`config.mk`:
```
export PLATFORM = sky130hd
export DESIGN_NAME = serial_device_flat
export DESIGN_NICKNAME = d
export VERILOG_FILES = /design/src/design/serial_pkg.sv /design/src/design/serial_if.sv /design/src/design/serial_device.sv /design/src/flat_wrapper.sv
export SDC_FILE = /design/constraint.sdc
export NUM_CORES = 1
export LEC_CHECK = 0
export ABC_CLOCK_PERIOD_IN_PS = 3550
export BUFFER_PORTS_ARGS = -buffer_cell sky130_fd_sc_hd__buf_2
export CAP_MARGIN = 30
export CORE_ASPECT_RATIO = 1.1
export CORE_MARGIN = 5
export CORE_UTILIZATION = 30
export CTS_CLUSTER_DIAMETER = 100
export CTS_CLUSTER_SIZE = 20
export DETAILED_ROUTE_END_ITERATION = 7
export PLACE_DENSITY = 0.55
export SYNTH_ARGS = -nofsm -noshare
export SYNTH_HDL_FRONTEND = slang
export SYNTH_SLANG_ARGS = --single-unit
export TNS_END_PERCENT = 20
```
`constraint.sdc`:
```
create_clock -name clk -period 3.55 [get_ports clk]
set_input_delay 0 -clock clk [delete_from_list [all_inputs] [get_ports clk]]
set_output_delay 0 -clock clk [all_outputs]
set_load 0.1 [all_outputs]
```
`src/design/serial_pkg.sv`:
```
`default_nettype none
package serial_pkg;
    localparam int CLK_HZ = 250_000_000;
    localparam int BAUD_MIN = 1200;
    localparam int BAUD_MAX = 961_200;
    localparam int BAUD_RST = 115_200;
    localparam int DIV_W = 18;
    localparam logic [DIV_W-1:0] DIV_MIN = DIV_W'((CLK_HZ + BAUD_MAX - 1) / BAUD_MAX);
    localparam logic [DIV_W-1:0] DIV_MAX = DIV_W'(CLK_HZ / BAUD_MIN);
    localparam logic [DIV_W-1:0] DIV_RST = DIV_W'(CLK_HZ / BAUD_RST);
    localparam int MS_PER_S = 1000;
    localparam int MS_CYC = CLK_HZ / MS_PER_S;
    localparam int AW = 3;
    localparam logic [AW-1:0] REG_CFG = 3'h0;
    localparam logic [AW-1:0] REG_DATA = 3'h1;
    localparam logic [AW-1:0] REG_STAT = 3'h2;
    localparam logic [AW-1:0] REG_IRQ = 3'h3;
    localparam logic [AW-1:0] REG_MASK = 3'h4;
    localparam logic [AW-1:0] REG_ESC = 3'h5;
    localparam logic [AW-1:0] REG_LINE = 3'h5;
    localparam logic [AW-1:0] REG_CALL = 3'h6;
    localparam logic [AW-1:0] REG_MODE = 3'h7;
    localparam int CALL_RING = 0;
    localparam int CALL_RESULT = 1;
    localparam int CALL_OK = 2;
    localparam int CALL_HANGUP = 3;
    localparam int IRQ_W = 7;
    localparam int IRQ_RX = 0;
    localparam int IRQ_ERR = 1;
    localparam int IRQ_DIAL = 2;
    localparam int IRQ_ESC = 3;
    localparam int IRQ_DSR = 4;
    localparam int IRQ_MODE = 5;
    localparam int IRQ_RING = 6;
    localparam logic [7:0] ESC_RST = 8'h2b;
    localparam logic [1:0] ESC_COUNT = 2'h3;
    localparam logic [7:0] CH_A = 8'h41;
    localparam logic [7:0] CH_T = 8'h54;
    localparam logic [7:0] CH_D = 8'h44;
    localparam logic [7:0] CASE_MASK = 8'hdf;

    typedef enum logic [1:0] {PAR_NONE, PAR_EVEN, PAR_ODD} parity_t;
    typedef enum logic [1:0] {PWR_IDLE, PWR_CONNECTABLE, PWR_DISCOVERABLE, PWR_OPEN} pwr_mode_t;

    typedef struct packed {
        logic dsr_cmd;
        logic ri_poll;
        logic hs;
        logic echo;
        logic dce;
        logic flow;
        logic stop2;
        parity_t par;
        logic [DIV_W-1:0] div;
    } cfg_t;

    localparam cfg_t CFG_RST = '{1'b0, 1'b0, 1'b0, 1'b1, 1'b1, 1'b1, 1'b0, PAR_NONE, DIV_RST};

    typedef struct packed {
        logic [15:0] delay_ms;
        pwr_mode_t next;
        pwr_mode_t start;
    } mode_t;

    function automatic logic [DIV_W-1:0] clamp_div(input logic [DIV_W-1:0] d);
        clamp_div = (d < DIV_MIN) ? DIV_MIN : ((d > DIV_MAX) ? DIV_MAX : d);
    endfunction

    function automatic logic [3:0] frame_len(input parity_t p, input logic s2);
        frame_len = 4'ha + {3'h0, p != PAR_NONE} + {3'h0, s2};
    endfunction

    function automatic logic par_bit(input parity_t p, input logic [7:0] d);
        par_bit = (p == PAR_ODD) ? ~^d : ((p == PAR_EVEN) ? ^d : 1'b1);
    endfunction

    function automatic logic [7:0] resp_char(input logic ok, input logic [2:0] i);
        logic [55:0] s;
        s = ok ? {8'h4f, 8'h4b, 8'h0d, 8'h0a, 24'h0} : {8'h45, 8'h52, 8'h52, 8'h4f, 8'h52, 8'h0d, 8'h0a};
        resp_char = s[55 - 8 * i -: 8];
    endfunction

    function automatic logic [2:0] resp_last(input logic ok);
        resp_last = ok ? 3'h3 : 3'h6;
    endfunction
endpackage
`default_nettype wire

```
`src/design/serial_if.sv`:
```
`timescale 1ns/1ps
`default_nettype none
interface serial_if;
    logic txd;
    logic rxd;
    logic rts_b;
    logic cts_b;
    logic dsr_b;
    logic ring_indicate_out;

    modport device (output txd, output rts_b, output ring_indicate_out, input rxd, input cts_b, input dsr_b);
    modport host (input txd, input rts_b, input ring_indicate_out, output rxd, output cts_b, output dsr_b);
endinterface
`default_nettype wire

```
`src/design/serial_device.sv`:
```
// Function
// - configurable rate, parity, stop bits, flow control
// - load power-up settings from flash defaults
// - both ends use two-way request/clear flow
// - request-to-send output asserted low
// - clear-to-send input asserted low
// - host transmits into device receive line
// - data-set-ready low active, fed by host
// - host holds data-set-ready during high-speed link
// - high-speed dsr drop ends link or command
// - ring output signals incoming call in communication equipment role
// - ring line may follow call continuously
// - bit rate limited to 1200..961200 baud
// - selectable terminal or communication equipment role
// - escape character is programmable
// - command echo can be switched
// - dial command answered OK or ERROR
// - power-up state with timed change
`timescale 1ns/1ps
`default_nettype none
module serial_core
    import serial_pkg::*;
(
    input wire logic clk,
    input wire logic rst_b,
    input wire logic [serial_pkg::DIV_W-1:0] div,
    input wire serial_pkg::parity_t par,
    input wire logic stop2,
    input wire logic tx_valid,
    input wire logic [7:0] tx_data,
    output logic tx_ready,
    output logic txd,
    input wire logic rxd,
    output logic rx_valid,
    output logic [7:0] rx_data,
    output logic rx_err
);
    typedef struct packed {
        logic tx_busy;
        logic [DIV_W-1:0] tx_cnt;
        logic [3:0] tx_left;
        logic [11:0] tx_sh;
        logic rx_busy;
        logic [DIV_W-1:0] rx_cnt;
        logic [3:0] rx_left;
        logic [10:0] rx_sh;
        logic rx_prev;
        logic rx_valid;
        logic [7:0] rx_data;
        logic rx_err;
    } core_st_t;

    core_st_t s_reg;
    core_st_t s_next;
    logic [3:0] len;
    logic [3:0] rx_len;
    logic [10:0] f;

    assign len = frame_len(par, stop2);
    // receiver stops at the first stop bit, so the frame fits the 11-bit shifter
    assign rx_len = len - {3'h0, stop2};
    assign f = s_reg.rx_sh >> (4'hb - rx_len);
    assign tx_ready = !s_reg.tx_busy;
    assign txd = s_reg.tx_sh[0];
    assign rx_valid = s_reg.rx_valid;
    assign rx_data = s_reg.rx_data;
    assign rx_err = s_reg.rx_err;

    always_comb
    begin
        s_next = s_reg;
        s_next.rx_prev = rxd;
        s_next.rx_valid = 1'b0;
        if (!s_reg.tx_busy)
        begin
            if (tx_valid)
            begin
                s_next.tx_busy = 1'b1;
                s_next.tx_cnt = div - 1'b1;
                s_next.tx_left = len;
                s_next.tx_sh = {2'h3, par_bit(par, tx_data), tx_data, 1'b0};
            end
        end
        else if (s_reg.tx_cnt != '0)
            s_next.tx_cnt = s_reg.tx_cnt - 1'b1;
        else
        begin
            s_next.tx_cnt = div - 1'b1;
            s_next.tx_sh = {1'b1, s_reg.tx_sh[11:1]};
            s_next.tx_left = s_reg.tx_left - 1'b1;
            if (s_reg.tx_left == 4'h1)
            begin
                s_next.tx_busy = 1'b0;
                s_next.tx_sh = '1;
            end
        end
        if (!s_reg.rx_busy)
        begin
            if (s_reg.rx_prev && !rxd)
            begin
                s_next.rx_busy = 1'b1;
                s_next.rx_cnt = div >> 1;
                s_next.rx_left = rx_len;
            end
        end
        else if (s_reg.rx_cnt != '0)
            s_next.rx_cnt = s_reg.rx_cnt - 1'b1;
        else
        begin
            s_next.rx_cnt = div - 1'b1;
            s_next.rx_sh = {rxd, s_reg.rx_sh[10:1]};
            s_next.rx_left = s_reg.rx_left - 1'b1;
            if (s_reg.rx_left == 4'h1)
                s_next.rx_busy = 1'b0;
        end
        if (s_reg.rx_busy == 1'b0 && s_reg.rx_left == 4'h0 && s_reg.rx_cnt == div - 1'b1)
        begin
            s_next.rx_valid = 1'b1;
            s_next.rx_data = f[8:1];
            s_next.rx_err = f[0] || !f[rx_len - 1'b1] || (par != PAR_NONE && f[9] != par_bit(par, f[8:1]));
            s_next.rx_cnt = '0;
        end
    end

    always_ff @(posedge clk or negedge rst_b)
    begin
        if (!rst_b)
        begin
            s_reg <= '0;
            s_reg.tx_sh <= '1;
            s_reg.rx_prev <= 1'b1;
        end
        else
            s_reg <= s_next;
    end
endmodule

module serial_device
    import serial_pkg::*;
#(
    parameter int MS_CYCLES = serial_pkg::MS_CYC
)
(
    input wire logic clk,
    input wire logic rst_b,
    serial_if.device link,
    input wire serial_pkg::cfg_t cfg_default,
    input wire serial_pkg::mode_t mode_default,
    input wire logic incoming_call,
    input wire logic [serial_pkg::AW-1:0] addr,
    input wire logic [31:0] wdata,
    input wire logic wr,
    input wire logic rd,
    output logic [31:0] rdata,
    output logic irq,
    output serial_pkg::pwr_mode_t pwr_mode
);
    typedef struct packed {
        logic booted;
        cfg_t cfg;
        mode_t mode;
        pwr_mode_t pwr;
        logic [31:0] ms_cnt;
        logic [15:0] ms_left;
        logic [7:0] esc;
        logic [1:0] esc_cnt;
        logic [7:0] tx_hold;
        logic tx_full;
        logic [7:0] rx_hold;
        logic rx_full;
        logic [7:0] c1;
        logic [7:0] c2;
        logic echo_pend;
        logic [7:0] echo_ch;
        logic resp_busy;
        logic resp_ok;
        logic [2:0] resp_idx;
        logic online;
        logic link_up;
        logic ring;
        logic dsr_prev;
        logic [IRQ_W-1:0] irq;
        logic [IRQ_W-1:0] mask;
        logic [31:0] rdata;
    } dev_st_t;

    dev_st_t s_reg;
    dev_st_t s_next;
    logic cts_ok;
    logic tx_ready;
    logic tx_valid;
    logic [7:0] tx_byte;
    logic rx_valid;
    logic [7:0] rx_data;
    logic rx_err;
    logic [IRQ_W-1:0] ev;
    logic [7:0] up;

    assign cts_ok = !s_reg.cfg.flow || !link.cts_b;
    assign tx_valid = (s_reg.resp_busy || s_reg.echo_pend || s_reg.tx_full) && cts_ok;
    assign tx_byte = s_reg.resp_busy ? resp_char(s_reg.resp_ok, s_reg.resp_idx) :
                     (s_reg.echo_pend ? s_reg.echo_ch : s_reg.tx_hold);
    assign link.rts_b = s_reg.cfg.flow && s_reg.rx_full;
    assign link.ring_indicate_out = s_reg.cfg.dce && (s_reg.cfg.ri_poll ? incoming_call : s_reg.ring);
    assign rdata = s_reg.rdata;
    assign irq = |(s_reg.irq & s_reg.mask);
    assign pwr_mode = s_reg.pwr;
    assign up = rx_data & CASE_MASK;

    serial_core core (
        .clk(clk),
        .rst_b(rst_b),
        .div(s_reg.cfg.div),
        .par(s_reg.cfg.par),
        .stop2(s_reg.cfg.stop2),
        .tx_valid(tx_valid),
        .tx_data(tx_byte),
        .tx_ready(tx_ready),
        .txd(link.txd),
        .rxd(link.rxd),
        .rx_valid(rx_valid),
        .rx_data(rx_data),
        .rx_err(rx_err)
    );

    always_comb
    begin
        s_next = s_reg;
        ev = '0;
        s_next.dsr_prev = link.dsr_b;
        if (!s_reg.booted)
        begin
            s_next.booted = 1'b1;
            s_next.cfg = cfg_default;
            s_next.cfg.div = clamp_div(cfg_default.div);
            s_next.mode = mode_default;
            s_next.pwr = mode_default.start;
            s_next.ms_left = mode_default.delay_ms;
            s_next.ms_cnt = '0;
        end
        else if (s_reg.ms_left != '0)
        begin
            s_next.ms_cnt = s_reg.ms_cnt + 1;
            if (s_reg.ms_cnt == MS_CYCLES - 1)
            begin
                s_next.ms_cnt = '0;
                s_next.ms_left = s_reg.ms_left - 1'b1;
                if (s_reg.ms_left == 16'h1)
                begin
                    s_next.pwr = s_reg.mode.next;
                    ev[IRQ_MODE] = 1'b1;
                end
            end
        end
        if (tx_valid && tx_ready)
        begin
            if (s_reg.resp_busy)
            begin
                s_next.resp_idx = s_reg.resp_idx + 1'b1;
                s_next.resp_busy = s_reg.resp_idx != resp_last(s_reg.resp_ok);
            end
            else if (s_reg.echo_pend)
                s_next.echo_pend = 1'b0;
            else
                s_next.tx_full = 1'b0;
        end
        if (rx_valid)
        begin
            ev[IRQ_ERR] = rx_err || s_reg.rx_full;
            if (!s_reg.rx_full)
            begin
                s_next.rx_full = 1'b1;
                s_next.rx_hold = rx_data;
                ev[IRQ_RX] = 1'b1;
            end
            if (s_reg.online)
            begin
                s_next.esc_cnt = (rx_data == s_reg.esc) ? s_reg.esc_cnt + 1'b1 : 2'h0;
                if (rx_data == s_reg.esc && s_reg.esc_cnt == ESC_COUNT - 1'b1)
                begin
                    s_next.online = 1'b0;
                    s_next.esc_cnt = 2'h0;
                    ev[IRQ_ESC] = 1'b1;
                end
            end
            else
            begin
                s_next.c1 = up;
                s_next.c2 = s_reg.c1;
                ev[IRQ_DIAL] = up == CH_D && s_reg.c1 == CH_T && s_reg.c2 == CH_A;
                if (s_reg.cfg.echo)
                begin
                    s_next.echo_pend = 1'b1;
                    s_next.echo_ch = rx_data;
                end
            end
        end
        if (s_reg.cfg.hs && s_reg.online && !s_reg.dsr_prev && link.dsr_b)
        begin
            ev[IRQ_DSR] = 1'b1;
            s_next.online = 1'b0;
            if (!s_reg.cfg.dsr_cmd)
                s_next.link_up = 1'b0;
        end
        s_next.rdata = '0;
        if (rd)
        begin
            case (addr)
                REG_CFG: s_next.rdata = 32'(s_reg.cfg);
                REG_DATA:
                begin
                    s_next.rdata = {24'h0, s_reg.rx_hold};
                    // a character landing in an empty buffer survives the read
                    if (s_reg.rx_full)
                        s_next.rx_full = 1'b0;
                end
                REG_STAT: s_next.rdata = {22'h0, s_reg.pwr, link.ring_indicate_out, !link.dsr_b, !link.cts_b,
                                          s_reg.link_up, s_reg.online, s_reg.resp_busy, s_reg.tx_full, s_reg.rx_full};
                REG_IRQ:
                begin
                    s_next.rdata = {25'h0, s_reg.irq};
                    s_next.irq = '0;
                end
                REG_MASK: s_next.rdata = {25'h0, s_reg.mask};
                REG_ESC: s_next.rdata = {24'h0, s_reg.esc};
                REG_CALL: s_next.rdata = {31'h0, s_reg.ring};
                REG_MODE: s_next.rdata = {12'h0, s_reg.mode};
                default: s_next.rdata = '0;
            endcase
        end
        if (wr)
        begin
            case (addr)
                REG_CFG:
                begin
                    s_next.cfg = wdata[$bits(cfg_t)-1:0];
                    s_next.cfg.div = clamp_div(wdata[DIV_W-1:0]);
                end
                REG_DATA:
                begin
                    if (!s_reg.tx_full)
                    begin
                        s_next.tx_hold = wdata[7:0];
                        s_next.tx_full = 1'b1;
                    end
                end
                REG_MASK: s_next.mask = wdata[IRQ_W-1:0];
                REG_ESC: s_next.esc = wdata[7:0];
                REG_CALL:
                begin
                    s_next.ring = wdata[CALL_RING];
                    if (wdata[CALL_RESULT] && !s_reg.resp_busy)
                    begin
                        s_next.resp_busy = 1'b1;
                        s_next.resp_ok = wdata[CALL_OK];
                        s_next.resp_idx = 3'h0;
                        s_next.online = wdata[CALL_OK];
                        s_next.link_up = wdata[CALL_OK];
                    end
                    if (wdata[CALL_HANGUP])
                    begin
                        s_next.online = 1'b0;
                        s_next.link_up = 1'b0;
                    end
                end
                REG_MODE:
                begin
                    s_next.mode = wdata[$bits(mode_t)-1:0];
                    s_next.pwr = pwr_mode_t'(wdata[1:0]);
                    s_next.ms_left = wdata[19:4];
                    s_next.ms_cnt = '0;
                end
                default: s_next.rdata = s_next.rdata;
            endcase
        end
        s_next.irq = s_next.irq | ev;
    end

    always_ff @(posedge clk or negedge rst_b)
    begin
        if (!rst_b)
        begin
            s_reg <= '0;
            s_reg.cfg <= CFG_RST;
            s_reg.esc <= ESC_RST;
            s_reg.dsr_prev <= 1'b1;
        end
        else
            s_reg <= s_next;
    end
endmodule
`default_nettype wire

```
`src/flat_wrapper.sv`:
```
// flat-port wrapper written by rule: the top's interface ports become plain ports
module serial_device_flat import serial_pkg::*;
#(
    parameter int MS_CYCLES = serial_pkg::MS_CYC
)
  (clk, rst_b, cfg_default, mode_default, incoming_call, addr, wdata, wr, rd, rdata, irq, pwr_mode, link_txd, link_rts_b, link_ring_indicate_out, link_rxd, link_cts_b, link_dsr_b);
  serial_if link_i ();
  input wire logic clk;
  input wire logic rst_b;
  input wire serial_pkg::cfg_t cfg_default;
  input wire serial_pkg::mode_t mode_default;
  input wire logic incoming_call;
  input wire logic [serial_pkg::AW-1:0] addr;
  input wire logic [31:0] wdata;
  input wire logic wr;
  input wire logic rd;
  output logic [31:0] rdata;
  output logic irq;
  output serial_pkg::pwr_mode_t pwr_mode;
  output wire logic [$bits(link_i.txd)-1:0] link_txd;
  output wire logic [$bits(link_i.rts_b)-1:0] link_rts_b;
  output wire logic [$bits(link_i.ring_indicate_out)-1:0] link_ring_indicate_out;
  input wire logic [$bits(link_i.rxd)-1:0] link_rxd;
  input wire logic [$bits(link_i.cts_b)-1:0] link_cts_b;
  input wire logic [$bits(link_i.dsr_b)-1:0] link_dsr_b;
  assign link_txd = link_i.txd;
  assign link_rts_b = link_i.rts_b;
  assign link_ring_indicate_out = link_i.ring_indicate_out;
  assign link_i.rxd = link_rxd;
  assign link_i.cts_b = link_cts_b;
  assign link_i.dsr_b = link_dsr_b;
  serial_device #(.MS_CYCLES(MS_CYCLES)) u_core (.clk(clk), .rst_b(rst_b), .link(link_i), .cfg_default(cfg_default), .mode_default(mode_default), .incoming_call(incoming_call), .addr(addr), .wdata(wdata), .wr(wr), .rd(rd), .rdata(rdata), .irq(irq), .pwr_mode(pwr_mode));
endmodule
```
==> impl_metrics.env <==
export IMPL_gp_congestion=0.862
export IMPL_cp_startpoint="u_core.s_reg[179]$_DFF_PN1_"
export IMPL_worstMarginPinSlew_ns=1.06
export IMPL_globalRouteTotalUtil_pct=16.4
export IMPL_finalSetupViolations=0
export IMPL_syn_area_sq_um=15400
export IMPL_dp_hpwl_microns=33800
export IMPL_endpoint_kind="flip-flop"
export IMPL_initial_utilization_pct=30.2
export IMPL_yosysTopAreaCell="dfrtp_1"
export IMPL_wirelength_microns=46900
export IMPL_tritoncts="yes"
export IMPL_fill_cells=5257
export IMPL_cp_data_required_time_ns=3.95
export IMPL_drt_iter0_markers=914
export IMPL_fin_nets=1930
export IMPL_irDropWorstVdd_v=0.000387
export IMPL_rsz0062_at_grt="false"
export IMPL_clkLatencyLatePin_ns=0.53
export IMPL_die_w_microns=226
export IMPL_ys_types=72
export IMPL_outcome="finished, final reports clean"
export IMPL_antennaDiodeCount=0
export IMPL_worst_hold_path_type="input pin to flip-flop"
export IMPL_fin_worst_skew_ns=0.0287
export IMPL_start_kind="flip-flop"
export IMPL_io_pins=128
export IMPL_route_detailed_drc=0
export IMPL_r2r_slack_ns=0.22
export IMPL_die_y_microns=248
export IMPL_synth_edff_count=0
export IMPL_syn_avg_cell_area_sq_um=9.21
export IMPL_clk_pin_slew_ns=0.09
export IMPL_ys_flop_type="dfrtp_1"
export IMPL_relSlewSlack_pct=28.8
export IMPL_synth_top_area_share_pct=40.7
export IMPL_ant_nets=0
export IMPL_cp_arrival_ns=3.74
export IMPL_rr_worst_depth=10
export IMPL_yosysSeqAreaShare_pct=45.2
export IMPL_period_needed_ns=3.33
export IMPL_antenna_found_initial=0
export IMPL_grt_overflow_total=0
export IMPL_fin_setup_tns_ns=0
export IMPL_p_leak_uw=0.00794
export IMPL_grt_max_degree=111
export IMPL_cts_sinks=278
export IMPL_async_flop_share_pct=100
export IMPL_slew_viol_final=0
export IMPL_cp_endpoint="u_core.core.rx_data[5]$_DFFE_PN0N_"
export IMPL_drive_gt1_share_pct=16.2
export IMPL_hold_viol=0
export IMPL_htreeDepth=1
export IMPL_fp_row_count=87
export IMPL_vias_per_cell=5.22
export IMPL_grt_first_pass_wirelength_microns=74600
export IMPL_synth_seq_cells=278
export IMPL_syn_to_final_growth_pct=17.3
export IMPL_fin_ws_ns=0.216
export IMPL_min_period_over_period_pct=93.9
export IMPL_path_max_fanout=27
export IMPL_numCtsBuffers=18
export IMPL_clk_path_buf_depth=3
export IMPL_synthTopCellsByArea="dfrtp_1 (41%), nand2_1 (5.4%), mux2_2 (5.2%)"
export IMPL_cts_root_buf="clkbuf_16"
export IMPL_worstReg2RegStart="u_core.s_reg[179]$_DFF_PN1_"
export IMPL_crit_type="flip-flop to flip-flop"
export IMPL_r2r_end="u_core.core.rx_data[5]$_DFFE_PN0N_"
export IMPL_first_global_vias=12984
export IMPL_routedWlPerCell_microns=18.7
export IMPL_die_area_sq_um=56100
export IMPL_dp_slack_ns=0.224
export IMPL_cap_violations=0
export IMPL_drtPass1Iterations=5
export IMPL_core_area_sq_um=51200
export IMPL_largest_reg_flops=169
export IMPL_syn_inst=1677
export IMPL_max_clock_freq_mhz=300
export IMPL_via_count=13071
export IMPL_placement_io_buffers=117
export IMPL_powerDensity_nw_per_um2=446
export IMPL_yosysWarnings=0
==> layout make-up <==
class                           instances  area, sq um  area share, %
Multi-Input combinational cell       1245         7750           42.8
Sequential cell                       278         6990           38.6
Timing Repair Buffer                  250         1860           10.3
Tap cell                              667          835           4.61
Clock buffer                           28          519           2.87
Inverter                               34          128          0.705
Clock inverter                          2         25.0          0.138
==> metrics by stage <==
| stage | total power [uW] | utilization [%] | instances | cell area, sq um | hold slack, ns |
|---|---|---|---|---|---|
| 2_1_floorplan | 5270 | - | 1681 | 15500 | -0.296 |
| 3_3_place_gp | 5800 | 32.5 | 2379 | 16600 | 0.140 |
| 3_5_place_dp | 5840 | 32.5 | 2379 | 16600 | 0.137 |
| 4_1_cts | 8160 | 35.4 | 2502 | 18100 | 0.00798 |
| 5_1_grt | 8520 | 35.4 | 2504 | 18100 | 0.0144 |
| 6_report | 8080 | 35.4 | 2504 | 18100 | 0.0276 |
==> what timing repair did <==
action,in CTS,in global routing
setup endpoints to repair,0,1
buffers inserted,0,2
endpoints found under the hold margin,200,0
hold buffers,93,0
gates resized for setup,0,1
==> placed cells by master, fill, tap and decap left out, types with 8 or more instances in the layout <==
cell type	netlist	final
nor2b_1	23	23
and2_1	10	10
nand4_1	19	19
nand3_1	38	38
buf_4	34	37
or4_1	9	9
or3_1	13	13
ha_1	13	13
xor2_1	56	56
a21oi_1	116	116
o211ai_1	14	14
dfstp_2	27	27
o21ai_0	133	133
mux2_2	72	72
buf_2	1	116
dlygate4sd3_1	0	93
nor3_1	42	40
o22ai_1	13	13
clkbuf_16	0	19
nor4_1	29	29
dfrtp_1	251	250
xnor2_1	66	66
clkbuf_1	75	8
and3_1	22	22
mux2i_1	52	52
nor2_1	142	140
nand2_1	223	223
a211oi_1	11	11
a22oi_1	18	18
a22o_1	9	9
inv_1	30	30
==> how the worst min path moves through the flow <==
stage	startpoint	end	slack (ns)	cells after the start
floorplan	rst_b	u_core.core.rx_data[0]$_DFFE_PN0N_	-0.30	0
global placement	rst_b	u_core.rdata[24]$_DFF_PN0_	0.14	1
detailed placement	rst_b	u_core.rdata[26]$_DFF_PN0_	0.14	1
CTS	wdata[2]	u_core.s_reg[49]$_DFF_PN0_	0.008	3
global route	wdata[2]	u_core.s_reg[92]$_DFFE_PN0P_	0.01	2
finish	wdata[2]	u_core.s_reg[49]$_DFF_PN0_	0.03	3
==> power by group <==
group	switching, uW	leakage (uW)	internal, uW	total (uW)
Sequential	442	0.00346	3510	3950
Combinational	1100	0.00421	855	1960
Clock	1140	0.000262	1030	2170
==> critical path, cell delays in order (launching register included) <==
cell	delay [ns]
dfstp_2	0.57
inv_1	0.05
ha_1	0.19
xor2_1	0.31
xor2_1	0.10
or3_1	0.38
or4b_1	0.55
nor4_1	0.22
and4_1	0.27
buf_12	0.20
mux2_2	0.36
==> cells by family after synthesis <==
logic type      share of synthesized area [%]
compound gates                           14.0
buf+inv                                  4.87
fa+ha+maj                                1.05
flops                                    45.2
other cells                            0.0486
mux                                      8.71
xor+xnor                                 7.17
simple gates                             18.9
==> synthesized netlist by cell type, types with 6 or more instances <==
master / instances
a31oi_1: 6
a22o_1: 9
dfrtp_1: 251
xnor2_1: 66
or3_1: 13
dfstp_2: 27
buf_4: 34
and2_1: 10
clkbuf_1: 75
a22oi_1: 18
nand4_1: 19
o22ai_1: 13
nor2_1: 142
ha_1: 13
nand3_1: 38
nor3_1: 42
nand2_1: 223
a211oi_1: 11
and4_1: 7
inv_1: 30
mux2i_1: 52
mux2_2: 72
o21ai_0: 133
nand2b_1: 7
buf_1: 10
and3_1: 22
nor2b_1: 23
xor2_1: 56
a21oi_1: 116
nor4_1: 29
o211ai_1: 14
or4_1: 9
==> per-layer routing <==
metal  global-route usage (%)  vias up  wire (microns)
met5                        0        -               0
met1                     21.6     6488           20200
met2                     28.5      334           23300
li1                         -     6167               -
met3                     1.67       82            1940
met4                     5.40        0            1510
Note: power is estimated with default switching activity, not from simulation.
